===== src/logic/t2rc_consts.svh =====
// register addresses, control field positions, reset values and divider counts of the reload/capture timer
// assumes an 8-bit special function register port driven by the cpu core
// Overview of operation
// RL1 - split bit clear: one 16-bit reload counter
// RL2 - 16-bit wrap reloads pair, sets high flag
// RL3 - 16-bit overflow requests interrupt when enabled
// RL4 - low enable adds interrupt on low-byte wrap
// RL5 - split bit set: two 8-bit reload timers
// RL6 - split: run bit gates high byte only
// RL7 - per-byte clock: fast select or alternate field
// RL8 - rtc/8 and comparator sources synchronised first
// RL9 - each byte wrap sets its own flag
// RL10 - split: high wrap interrupts, low when enabled
// RL11 - flags cleared only by software, never hardware
// RL12 - capture enable bit selects capture mode
// RL13 - software keeps 16-bit mode during capture
// RL14 - capture event: comparator edge or rtc/8
// RL15 - capture copies count to reload, sets flag
// RL16 - control register bit-addressable, resets to zero
// RL17 - low flag set on low wrap, every mode
// RL18 - source bit 0 rtc/8, 1 comparator edge
// RL19 - 16-bit uses low clock, gated by run
`ifndef T2RC_CONSTS_SVH
`define T2RC_CONSTS_SVH
`define T2RC_ADDR_CTRL    8'hC8
`define T2RC_ADDR_RLD_LO  8'hCA
`define T2RC_ADDR_RLD_HI  8'hCB
`define T2RC_ADDR_CNT_LO  8'hCC
`define T2RC_ADDR_CNT_HI  8'hCD
`define T2RC_CTRL_RESET   8'h00
`define T2RC_BIT_HF       7
`define T2RC_BIT_LF       6
`define T2RC_BIT_LEN      5
`define T2RC_BIT_CEN      4
`define T2RC_BIT_SPLIT    3
`define T2RC_BIT_RUN      2
`define T2RC_SYS_DIV      12
`define T2RC_RTC_DIV      8
`define T2RC_BYTE_MAX     8'hFF
`endif


===== src/logic/t2rc_pkg.sv =====
// types shared by the reload/capture timer
// assumes t2rc_consts.svh is on the include path
package t2rc_pkg;
  // control register fields, bit 7 first
  typedef struct packed {
    logic       high_overflow_flag;
    logic       low_overflow_flag;
    logic       low_overflow_irq_enable;
    logic       capture_mode_enable;
    logic       split_mode_select;
    logic       run_control_bit;
    logic [1:0] alt_clock_field;
  } t2rc_ctrl_t;

  // one access from the cpu core on the register port
  typedef struct packed {
    logic       wr;
    logic       rd;
    logic       bit_wr;
    logic [7:0] addr;
    logic [2:0] bit_sel;
    logic [7:0] wdata;
  } t2rc_sfr_req_t;
endpackage


===== src/logic/t2rc_timer.sv =====
// reload/capture timer: two count bytes, reload pair, control register on the sfr port
// assumes core_clock is sys_clk and every input is synchronous to it except rtc_clk and cmp0_out
`timescale 1ns/100ps
`include "t2rc_consts.svh"
module t2rc_timer import t2rc_pkg::*; #(
  parameter int SYS_DIV = `T2RC_SYS_DIV,
  parameter int RTC_DIV = `T2RC_RTC_DIV
) (
  input  wire logic          sys_clk,
  input  wire logic          rst,
  input  wire t2rc_sfr_req_t sfr_req,
  input  wire logic          low_byte_fast_clock_sel,
  input  wire logic          high_byte_fast_clock_sel,
  input  wire logic          timer_irq_enable,
  input  wire logic          rtc_clk,
  input  wire logic          cmp0_out,
  output logic [7:0]         sfr_rdata,
  output logic               irq_request
);
  // picks the tick of one byte from its fast select and the alternate field
  function automatic logic src_tick(input logic fast, input logic [1:0] alt,
                                    input logic t12, input logic trtc, input logic tcmp);
    if (fast) begin
      return 1'b1;
    end
    unique case (alt)
      2'h0: return t12;
      2'h1: return trtc;
      2'h3: return tcmp;
      default: return 1'b0; // reserved code stops the byte
    endcase
  endfunction

  logic [3:0] div_cnt, next_div_cnt;
  logic [2:0] rtc_cnt, next_rtc_cnt;
  logic       rtc_s1, rtc_s2, rtc_s3, cmp_s1, cmp_s2, cmp_s3;
  logic       tick12, tick_rtc, tick_cmp;

  // source dividers and edge detectors; first sync stage feeds only the second
  always_comb begin
    tick12       = (div_cnt == 4'(SYS_DIV - 1));
    next_div_cnt = tick12 ? 4'h0 : div_cnt + 4'h1;
    tick_rtc     = rtc_s2 & ~rtc_s3 & (rtc_cnt == 3'(RTC_DIV - 1)); // [RL8]
    next_rtc_cnt = (rtc_s2 & ~rtc_s3) ? rtc_cnt + 3'h1 : rtc_cnt;
    tick_cmp     = cmp_s2 & ~cmp_s3; // [RL8]
  end

  always_ff @(posedge sys_clk) begin
    if (rst) begin
      div_cnt <= 4'h0;
      rtc_cnt <= 3'h0;
      rtc_s1  <= 1'b0;
      rtc_s2  <= 1'b0;
      rtc_s3  <= 1'b0;
      cmp_s1  <= 1'b0;
      cmp_s2  <= 1'b0;
      cmp_s3  <= 1'b0;
    end else begin
      div_cnt <= next_div_cnt;
      rtc_cnt <= next_rtc_cnt;
      rtc_s1  <= rtc_clk;
      rtc_s2  <= rtc_s1;
      rtc_s3  <= rtc_s2;
      cmp_s1  <= cmp0_out;
      cmp_s2  <= cmp_s1;
      cmp_s3  <= cmp_s2;
    end
  end

  t2rc_ctrl_t ctrl, next_ctrl;
  logic [7:0] count_low_byte, count_high_byte, reload_low_byte, reload_high_byte;
  logic [7:0] next_cl, next_ch, next_rl, next_rh, next_rdata, ctrl_wval;
  logic       next_irq, tick_lo, tick_hi, inc_lo, inc_hi, wrap_lo, wrap_hi, cap_evt;
  logic       wr_ctrl, wr_cl, wr_ch;

  // counting, reload, capture and the register port
  always_comb begin
    wr_ctrl = (sfr_req.wr | sfr_req.bit_wr) && sfr_req.addr == `T2RC_ADDR_CTRL;
    wr_cl   = sfr_req.wr && sfr_req.addr == `T2RC_ADDR_CNT_LO;
    wr_ch   = sfr_req.wr && sfr_req.addr == `T2RC_ADDR_CNT_HI;
    tick_lo = src_tick(low_byte_fast_clock_sel, ctrl.alt_clock_field, tick12, tick_rtc, tick_cmp);  // [RL7]
    tick_hi = src_tick(high_byte_fast_clock_sel, ctrl.alt_clock_field, tick12, tick_rtc, tick_cmp); // [RL7]
    if (ctrl.split_mode_select) begin
      inc_lo = tick_lo;                         // [RL6] low byte free-running
      inc_hi = tick_hi & ctrl.run_control_bit;  // [RL6]
    end else begin
      inc_lo = tick_lo & ctrl.run_control_bit;  // [RL1] [RL19]
      inc_hi = inc_lo && count_low_byte == `T2RC_BYTE_MAX;
    end
    wrap_lo = inc_lo && count_low_byte == `T2RC_BYTE_MAX;
    wrap_hi = inc_hi && count_high_byte == `T2RC_BYTE_MAX;
    // capture source bit clear picks rtc/8, set picks the comparator edge
    cap_evt = ctrl.capture_mode_enable & (ctrl.alt_clock_field[1] ? tick_cmp : tick_rtc); // [RL12] [RL14] [RL18]
    // count bytes; a software write beats the increment in the same cycle
    next_cl = count_low_byte;
    next_ch = count_high_byte;
    if (inc_lo) begin
      if (ctrl.split_mode_select) begin
        next_cl = wrap_lo ? reload_low_byte : count_low_byte + 8'h01; // [RL5]
      end else begin
        next_cl = (wrap_lo && wrap_hi) ? reload_low_byte : count_low_byte + 8'h01; // [RL2]
      end
    end
    if (inc_hi) begin
      next_ch = wrap_hi ? reload_high_byte : count_high_byte + 8'h01; // [RL2] [RL5]
    end
    if (wr_cl) begin
      next_cl = sfr_req.wdata;
    end
    if (wr_ch) begin
      next_ch = sfr_req.wdata;
    end
    // reload pair; capture beats a software write
    next_rl = (sfr_req.wr && sfr_req.addr == `T2RC_ADDR_RLD_LO) ? sfr_req.wdata : reload_low_byte;
    next_rh = (sfr_req.wr && sfr_req.addr == `T2RC_ADDR_RLD_HI) ? sfr_req.wdata : reload_high_byte;
    if (cap_evt) begin
      next_rl = count_low_byte;  // [RL15]
      next_rh = count_high_byte; // [RL15]
    end
    // control: whole-byte or single-bit write, then hardware sets win over clears
    ctrl_wval = sfr_req.bit_wr ? ctrl : sfr_req.wdata;
    if (sfr_req.bit_wr) begin
      ctrl_wval[sfr_req.bit_sel] = sfr_req.wdata[0]; // [RL16]
    end
    next_ctrl = wr_ctrl ? t2rc_ctrl_t'(ctrl_wval) : ctrl;
    next_ctrl.high_overflow_flag = next_ctrl.high_overflow_flag | wrap_hi | cap_evt; // [RL9] [RL11] [RL15]
    next_ctrl.low_overflow_flag  = next_ctrl.low_overflow_flag | wrap_lo;            // [RL9] [RL11] [RL17]
    // level request; the low flag only counts with its own enable
    next_irq = timer_irq_enable & (ctrl.high_overflow_flag
               | (ctrl.low_overflow_irq_enable & ctrl.low_overflow_flag)); // [RL3] [RL4] [RL10]
    unique case (sfr_req.addr)
      `T2RC_ADDR_CTRL:   next_rdata = ctrl;
      `T2RC_ADDR_RLD_LO: next_rdata = reload_low_byte;
      `T2RC_ADDR_RLD_HI: next_rdata = reload_high_byte;
      `T2RC_ADDR_CNT_LO: next_rdata = count_low_byte;
      `T2RC_ADDR_CNT_HI: next_rdata = count_high_byte;
      default:           next_rdata = 8'h00; // other sfrs answer zero from this block
    endcase
    if (!sfr_req.rd) begin
      next_rdata = sfr_rdata;
    end
  end

  always_ff @(posedge sys_clk) begin
    if (rst) begin
      ctrl             <= t2rc_ctrl_t'(`T2RC_CTRL_RESET); // [RL16]
      count_low_byte   <= 8'h00;
      count_high_byte  <= 8'h00;
      reload_low_byte  <= 8'h00;
      reload_high_byte <= 8'h00;
      sfr_rdata        <= 8'h00;
      irq_request      <= 1'b0;
    end else begin
      ctrl             <= next_ctrl;
      count_low_byte   <= next_cl;
      count_high_byte  <= next_ch;
      reload_low_byte  <= next_rl;
      reload_high_byte <= next_rh;
      sfr_rdata        <= next_rdata;
      irq_request      <= next_irq;
    end
  end

  logic quiet;
  assign quiet = !sfr_req.wr && !sfr_req.bit_wr;
endmodule


===== config.mk =====
export PLATFORM = sky130hd
export DESIGN_NAME = t2rc_timer
export DESIGN_NICKNAME = d
export VERILOG_FILES = /design/src/logic/t2rc_pkg.sv /design/src/logic/t2rc_timer.sv
export VERILOG_INCLUDE_DIRS = /design/src /design/src/logic
export SDC_FILE = /design/constraint.sdc
export NUM_CORES = 1
export LEC_CHECK = 0
export BUFFER_PORTS_ARGS = -buffer_cell sky130_fd_sc_hd__buf_2
export CAP_MARGIN = 5
export CORE_UTILIZATION = 60
export CTS_BUF_LIST = sky130_fd_sc_hd__clkbuf_4 sky130_fd_sc_hd__clkbuf_8 sky130_fd_sc_hd__clkbuf_16
export DETAILED_ROUTE_END_ITERATION = 12
export PLACE_DENSITY = 0.81
export REMOVE_ABC_BUFFERS = 1
export SLEW_MARGIN = 20
export SYNTH_ARGS = -nofsm -noshare
export SYNTH_HDL_FRONTEND = slang
export SYNTH_SLANG_ARGS = --single-unit

===== constraint.sdc =====
create_clock -name sys_clk -period 4 [get_ports sys_clk]
set_clock_uncertainty 0.1 [all_clocks]
set_input_delay 0.2 -clock sys_clk [delete_from_list [all_inputs] [get_ports sys_clk]]
set_output_delay 0.2 -clock sys_clk [all_outputs]
set_load 0.05 [all_outputs]

### Word level (Yosys, flattened, before mapping)

Index checks and enable logic that the tools add are counted.

* flip-flop bits (word level): 62
* word-level logic and storage cells: 98

* $add $sub $neg: 4
* magnitude comparators: 2
* equal/unequal tests: 11
* muxes and demuxes: 29
* bitwise logic cells: 15
* reduce and logical (&&, ||, !) cells: 16

Operator list (count)
* 2-to-1 mux 8 bit: 15
* == test 8 bit, second input constant: 7
* one-hot mux 8 bit (5 select lines): 1
* adder 8 x 1 -> 8 bit, second input constant: 2
* logical AND 1 bit: 10
* 2-to-1 mux 1 bit: 10
* bitwise AND 1 bit: 8
* bitwise mux 8 bit: 1
* nonzero test 2 bit: 4
* bitwise OR 1 bit: 5
* adder 4 x 1 -> 4 bit, second input constant: 1
* == test 4 bit, second input constant: 1
* less-than comparator 3 x 4 -> 1 bit, second input constant: 1
* adder 3 x 1 -> 3 bit, second input constant: 1
* demux 1 bit (select 3 bit): 1
* == test 3 bit, second input constant: 1
* greater-or-equal comparator 3 x 1 -> 1 bit, second input constant: 1
* one-hot mux 1 bit (3 select lines): 1
* == test 2 x 1 -> 1 bit, second input constant: 1
* == test 2 bit, second input constant: 1
* logical NOT 2 bit: 1
* inverter 1 bit: 2
* OR reduction 2 bit: 1

### Depth between registers and ports, before layout

* depth in word-level cells: 14
* mapped depth: 9
* mapped depth without buffers: 8

### Worst setup path after synthesis

OpenSTA, ideal clock, no wires.

* path kind: reg2reg
* from: reg rtc_cnt[0]
* to: reg count_high_byte[0]
* arrival time: 1995 ps
* required time: 3780 ps
* path slack: 1785 ps
* stages on the path, launching flop included: 10
* clock period less this slack: 2215 ps
* cells stage by stage: dfxtp_1 ha_1 ha_1 and4bb_1 o21ai_2 a21oi_2 o21a_1 buf_4 mux2i_1 a211o_1

* cells in the longest elaborated chain, start to end: 11
* elaborated cells between the ends (all ways): 14
* classes of those cells: eq/ne: 1; mux: 7; bitwise: 3; reduce/logical: 3

RTL lines
* start: declaration: line t2rc_timer.sv:35 `logic [2:0] rtc_cnt, next_rtc_cnt;`
* start signal: assignment: line t2rc_timer.sv:60 `rtc_cnt <= next_rtc_cnt;`
* == test 3 bit *: line t2rc_timer.sv:43 `tick_rtc = rtc_s2 & ~rtc_s3 & (rtc_cnt == 3'(RTC_DIV - 1));`
* bitwise AND 1 bit *: line t2rc_timer.sv:43
* one-hot mux 1 bit (3 select lines) *: line t2rc_timer.sv:26 `unique case (alt)`
* 2-to-1 mux 1 bit: line t2rc_timer.sv:26
* bitwise AND 1 bit: line t2rc_timer.sv:87 `inc_lo = tick_lo & ctrl.run_control_bit;`
* logical AND 1 bit (no source line)
* 2-to-1 mux 1 bit *: line t2rc_timer.sv:83 `if (ctrl.split_mode_select) begin`
* logical AND 1 bit (no source line)
* 2-to-1 mux 8 bit: line t2rc_timer.sv:105 `next_ch = wrap_hi ? reload_high_byte : count_high_byte + 8'h01;`
* 2-to-1 mux 8 bit: line t2rc_timer.sv:104 `if (inc_hi) begin`
* 2-to-1 mux 8 bit: line t2rc_timer.sv:110 `if (wr_ch) begin`
* end signal: assignment: line t2rc_timer.sv:156 `count_high_byte <= next_ch;`
* end: declaration: line t2rc_timer.sv:71 `logic [7:0] count_low_byte, count_high_byte, reload_low_byte, reload_high_byte;`

Mark *: on every way between the ends. The rest lies on a longest branch, timed or not. The select of a mux whose other input is x is not followed.
A chain may end at the register's enable or synchronous reset.

### Final worst setup path

* from: reg rtc_cnt[0]
* to: reg count_high_byte[6]

Same word-level chain as after synthesis.

==> impl_results.md <==
- Max-Cap Viols: 0
- Vias in the first global route: 3312
- Compound-Gate Fraction of Synth Area: about a fifth
- Number of synthesized register bits: 62
- H-tree levels: 3
- Via Count: between 3k and 4k
- Row count: 27
- Max Slew Vio Count: 0
- Nets: a little under 500
- Final core utilization: between 70% and 80%
- Cells after Synth: roughly 440
- Synth Cell Area: roughly 3600 um^2
- Hold Vio Cnt, Final: 0
- Number of antenna diodes: 0
- Area Overhead vs Synth: 11.87%
- Post-synth EDFFs: 0
- R2R depth: 8
- Worst Tran Pin Value: 0.9342 ns
- Num CTS Buffers: 9
- First-pass GRT wire length: 16500 um
- FMAX: 398.4 MHz
- Synth Area per Inst: 8.188 um^2
- Top Ports: 38
- Starting density of the core: 63.72%
- Worst Path Arrival: 2.65 ns
- Largest family of logic cells by synthesized area: simple AND/OR/NAND/NOR gates
- Clk sinks: between 60 and 70
- CP Capture Type: flop
- Setup Viol. Count Final: 0
- Final antenna-violating net count: 0
- Wire per inst: approximately 19 um
- Register area share after synthesis: 34.53%
- Max-slew headroom: 37.30%
- Crit path max fanout: 11
- Min Tclk post-route: 2.510 ns
- Initial antenna violation count: 0
- Share of the synthesized area in the top cell type: 34.53%
- Metal3 WL: 974 um
- RSZ-0062 raised after global routing: false
- Synth warn: 0
- GP Congestion: 0.9657
- Post-synthesis xor/xnor area fraction: roughly 2.4%
- DR iter-0 viols: about 500
- Outcome: finished, final reports clean
- Crit path launch type: flop
- TritonRoute pass-1 iters: 6
- Mux share of post-synthesis cell area: about a tenth
- Top Metal Used: met4
- Final wirelength: approximately 10000 um
- Die ar.: between 6000 and 7000 um^2
- Static leakage: approximately 1.5 nW
- GRT overflow: 0
- DRC: 0
- Worst-Skew Late Latency: 0.35 ns
- Layout cell share with drive strength beyond 1: between 10% and 20%
- Filler Cells Inserted: about 460
- Port bufs: 37
- Detail Route met2 WL: ~4500 um
- Core area: ~5600 um^2
- Critical path class: reg -> reg
- CTS tree: yes
- Die width: 79.40 um
- Simple-gate area share of the yosys netlist: between 20 and 30%
- Setup TNS Final: 0 ns
- Vias per cell: roughly 6.6
- Ys async rst share: 0%
- Area occupied by multi-input gates: around 2200 um^2
- Top FF cell, synth: dfxtp_1
- Clock root buffer master: clkbuf_8
- Hold path depth: 2
- Gr usage total: between 30% and 40%
- Yosys top cell by area: dfxtp_1
- Post-Synth Adder-Cell Area: ~1.7%
- Cell Pwr Density: 358.2 nW/um^2
- Final worst-path cycle share: a little over three fifths
- Largest net degree at the start of global routing: just under 60
- Reg area: around 1200 um^2
- Wire length on met1: approximately 4300 um
- Synth top area cells: dfxtp_1 35%, mux2i_1 8.9%, nor2_1 6.2%
- Clock-pin slew on the worst setup and hold paths: about 0.080 ns
- HPWL Detailed: just under 7000 um
- CTS-repair resized insts: 0
- Required time of the worst setup path: 4.14 ns
- CTS max path bufs: 2
- Max IR drop VDD: about 0.29 mV
- Die height: 79.40 um
- Worst Hold Class: in -> reg
- Synth unique cells: between 50 and 60
cell type report:
cell class                      instances  share of cell area (%)
Multi-Input combinational cell        338                   54.54
Sequential cell                        62                   30.86
Timing Repair Buffer                   42                   5.663
Clock buffer                            9                   3.080
Clock inverter                          7                   3.049
Tap cell                               72                   2.240
Inverter                                6                  0.5600
cell usage after synthesis (2+ instances only):
cell type	number
a21oi_1	16
nand3_1	19
nand2b_1	2
dfxtp_1	62
o21bai_1	3
buf_2	5
nor2_1	59
a221oi_1	6
mux2_1	4
a41oi_1	2
nand3b_1	2
nor2b_1	7
a222oi_1	3
a211oi_1	18
or3_1	2
buf_1	2
ha_1	5
o21a_1	2
xor2_1	3
o21ai_0	10
clkbuf_1	24
a31oi_1	5
and3_1	11
xnor2_1	7
and3b_1	3
nor3b_1	5
a311oi_1	9
nor4_1	4
inv_1	6
a21oi_2	2
o211ai_1	5
a41o_1	2
nand4_1	3
nand2_1	45
o31ai_1	2
o21ai_1	7
nor3_1	14
mux2i_1	32
path summary, 6_finish.rpt:
kind | end | slack (ns) | startpoint
worst max-delay path | count_high_byte[6]$_SDFFE_PP0P_ | 1.49 | rtc_cnt[0]$_SDFFE_PP0P_
worst min-delay path | irq_request$_SDFF_PP0_ | 0.009 | timer_irq_enable
worst max register to register | count_high_byte[6]$_SDFFE_PP0P_ | 1.49 | rtc_cnt[0]$_SDFFE_PP0P_
worst min register to register | rtc_s2$_SDFF_PP0_ | 0.34 | rtc_s1$_SDFF_PP0_
critical path, stage by stage (launching register included):
cell and delay, ns:
dfxtp_1 0.33, ha_1 0.19, ha_1 0.17, and4bb_1 0.22, o21ai_2 0.34, a21oi_2 0.14
o21a_1 0.38, a41o_1 0.32, a32o_1 0.22
report_power, final:
group	switching (mW)	leakage [nW]	internal, mW	total (mW)
registers	0.00855	0.503	0.629	0.637
clock network	0.274	0.116	0.416	0.689
logic	0.0762	0.905	0.0379	0.114
total	0.358	1.52	1.08	1.44
registers in the layout, indices dropped and copies added, names as in the netlist, 3 cells and up:
signal / cells
rtc_cnt: 3
count_low_byte: 8
div_cnt: 4
sfr_rdata: 8
reload_low_byte: 8
reload_high_byte: 8
ctrl: 8
count_high_byte: 8
layer usage:
layer  track usage [%]  vias up
li1                  -     1655
met1             46.56     1608
met2             53.36      221
met3             5.486       39
met4             17.82        0
met5                 0        -
per-stage QoR:
stage                     worst slack, ns  instances  hold slack [ns]  instance area, um^2  total power, mW
after floorplan                     1.489        406           0.1691                 3453           0.7020
after global placement              1.565        518           0.3122                 3755           0.7585
after detailed placement            1.508        518           0.3195                 3755           0.7616
after CTS                           1.497        536          0.01029                 4021            1.438
after global routing                1.286        536          0.01395                 4021            1.474
final                               1.490        536         0.009251                 4021            1.441
cell usage in the layout (no fill, tap or decap), types with 3 or more instances in the layout:
master | synthesis | routed
dfxtp_1 | 62 | 62
nor2_1 | 59 | 59
nand2_1 | 45 | 45
buf_2 | 5 | 37
mux2i_1 | 32 | 32
nand3_1 | 19 | 19
a211oi_1 | 18 | 18
a21oi_1 | 16 | 16
nor3_1 | 14 | 14
and3_1 | 11 | 11
o21ai_0 | 10 | 10
a311oi_1 | 9 | 9
clkbuf_8 | 0 | 9
xnor2_1 | 7 | 7
nor2b_1 | 7 | 7
inv_1 | 6 | 6
o21ai_1 | 7 | 6
a221oi_1 | 6 | 6
a31oi_1 | 5 | 5
nor3b_1 | 5 | 5
o211ai_1 | 5 | 5
ha_1 | 5 | 5
mux2_1 | 4 | 4
nor4_1 | 4 | 4
and3b_1 | 3 | 3
xor2_1 | 3 | 3
nand4_1 | 3 | 3
a222oi_1 | 3 | 3
o21bai_1 | 3 | 3
bufinv_16 | 0 | 3
buf_4 | 1 | 3
what timing repair did:
action                                 in CTS  in global routing
endpoints found under the hold margin       2                  0
buffers inserted                            0                  0
hold buffers                                2                  0
kinds of logic (layout without fill, tap and decap cells):
logic type | after synthesis | count (layout)
AO/OA/AOI/OAI | 103 | 103
buffers and inverters | 39 | 64
flip-flops | 62 | 62
multiplexers | 37 | 37
AND/OR/NAND/NOR | 183 | 183
XOR/XNOR | 10 | 10
adder cells (fa/ha/maj) | 5 | 5
Power figures use the tool's default switching activity.
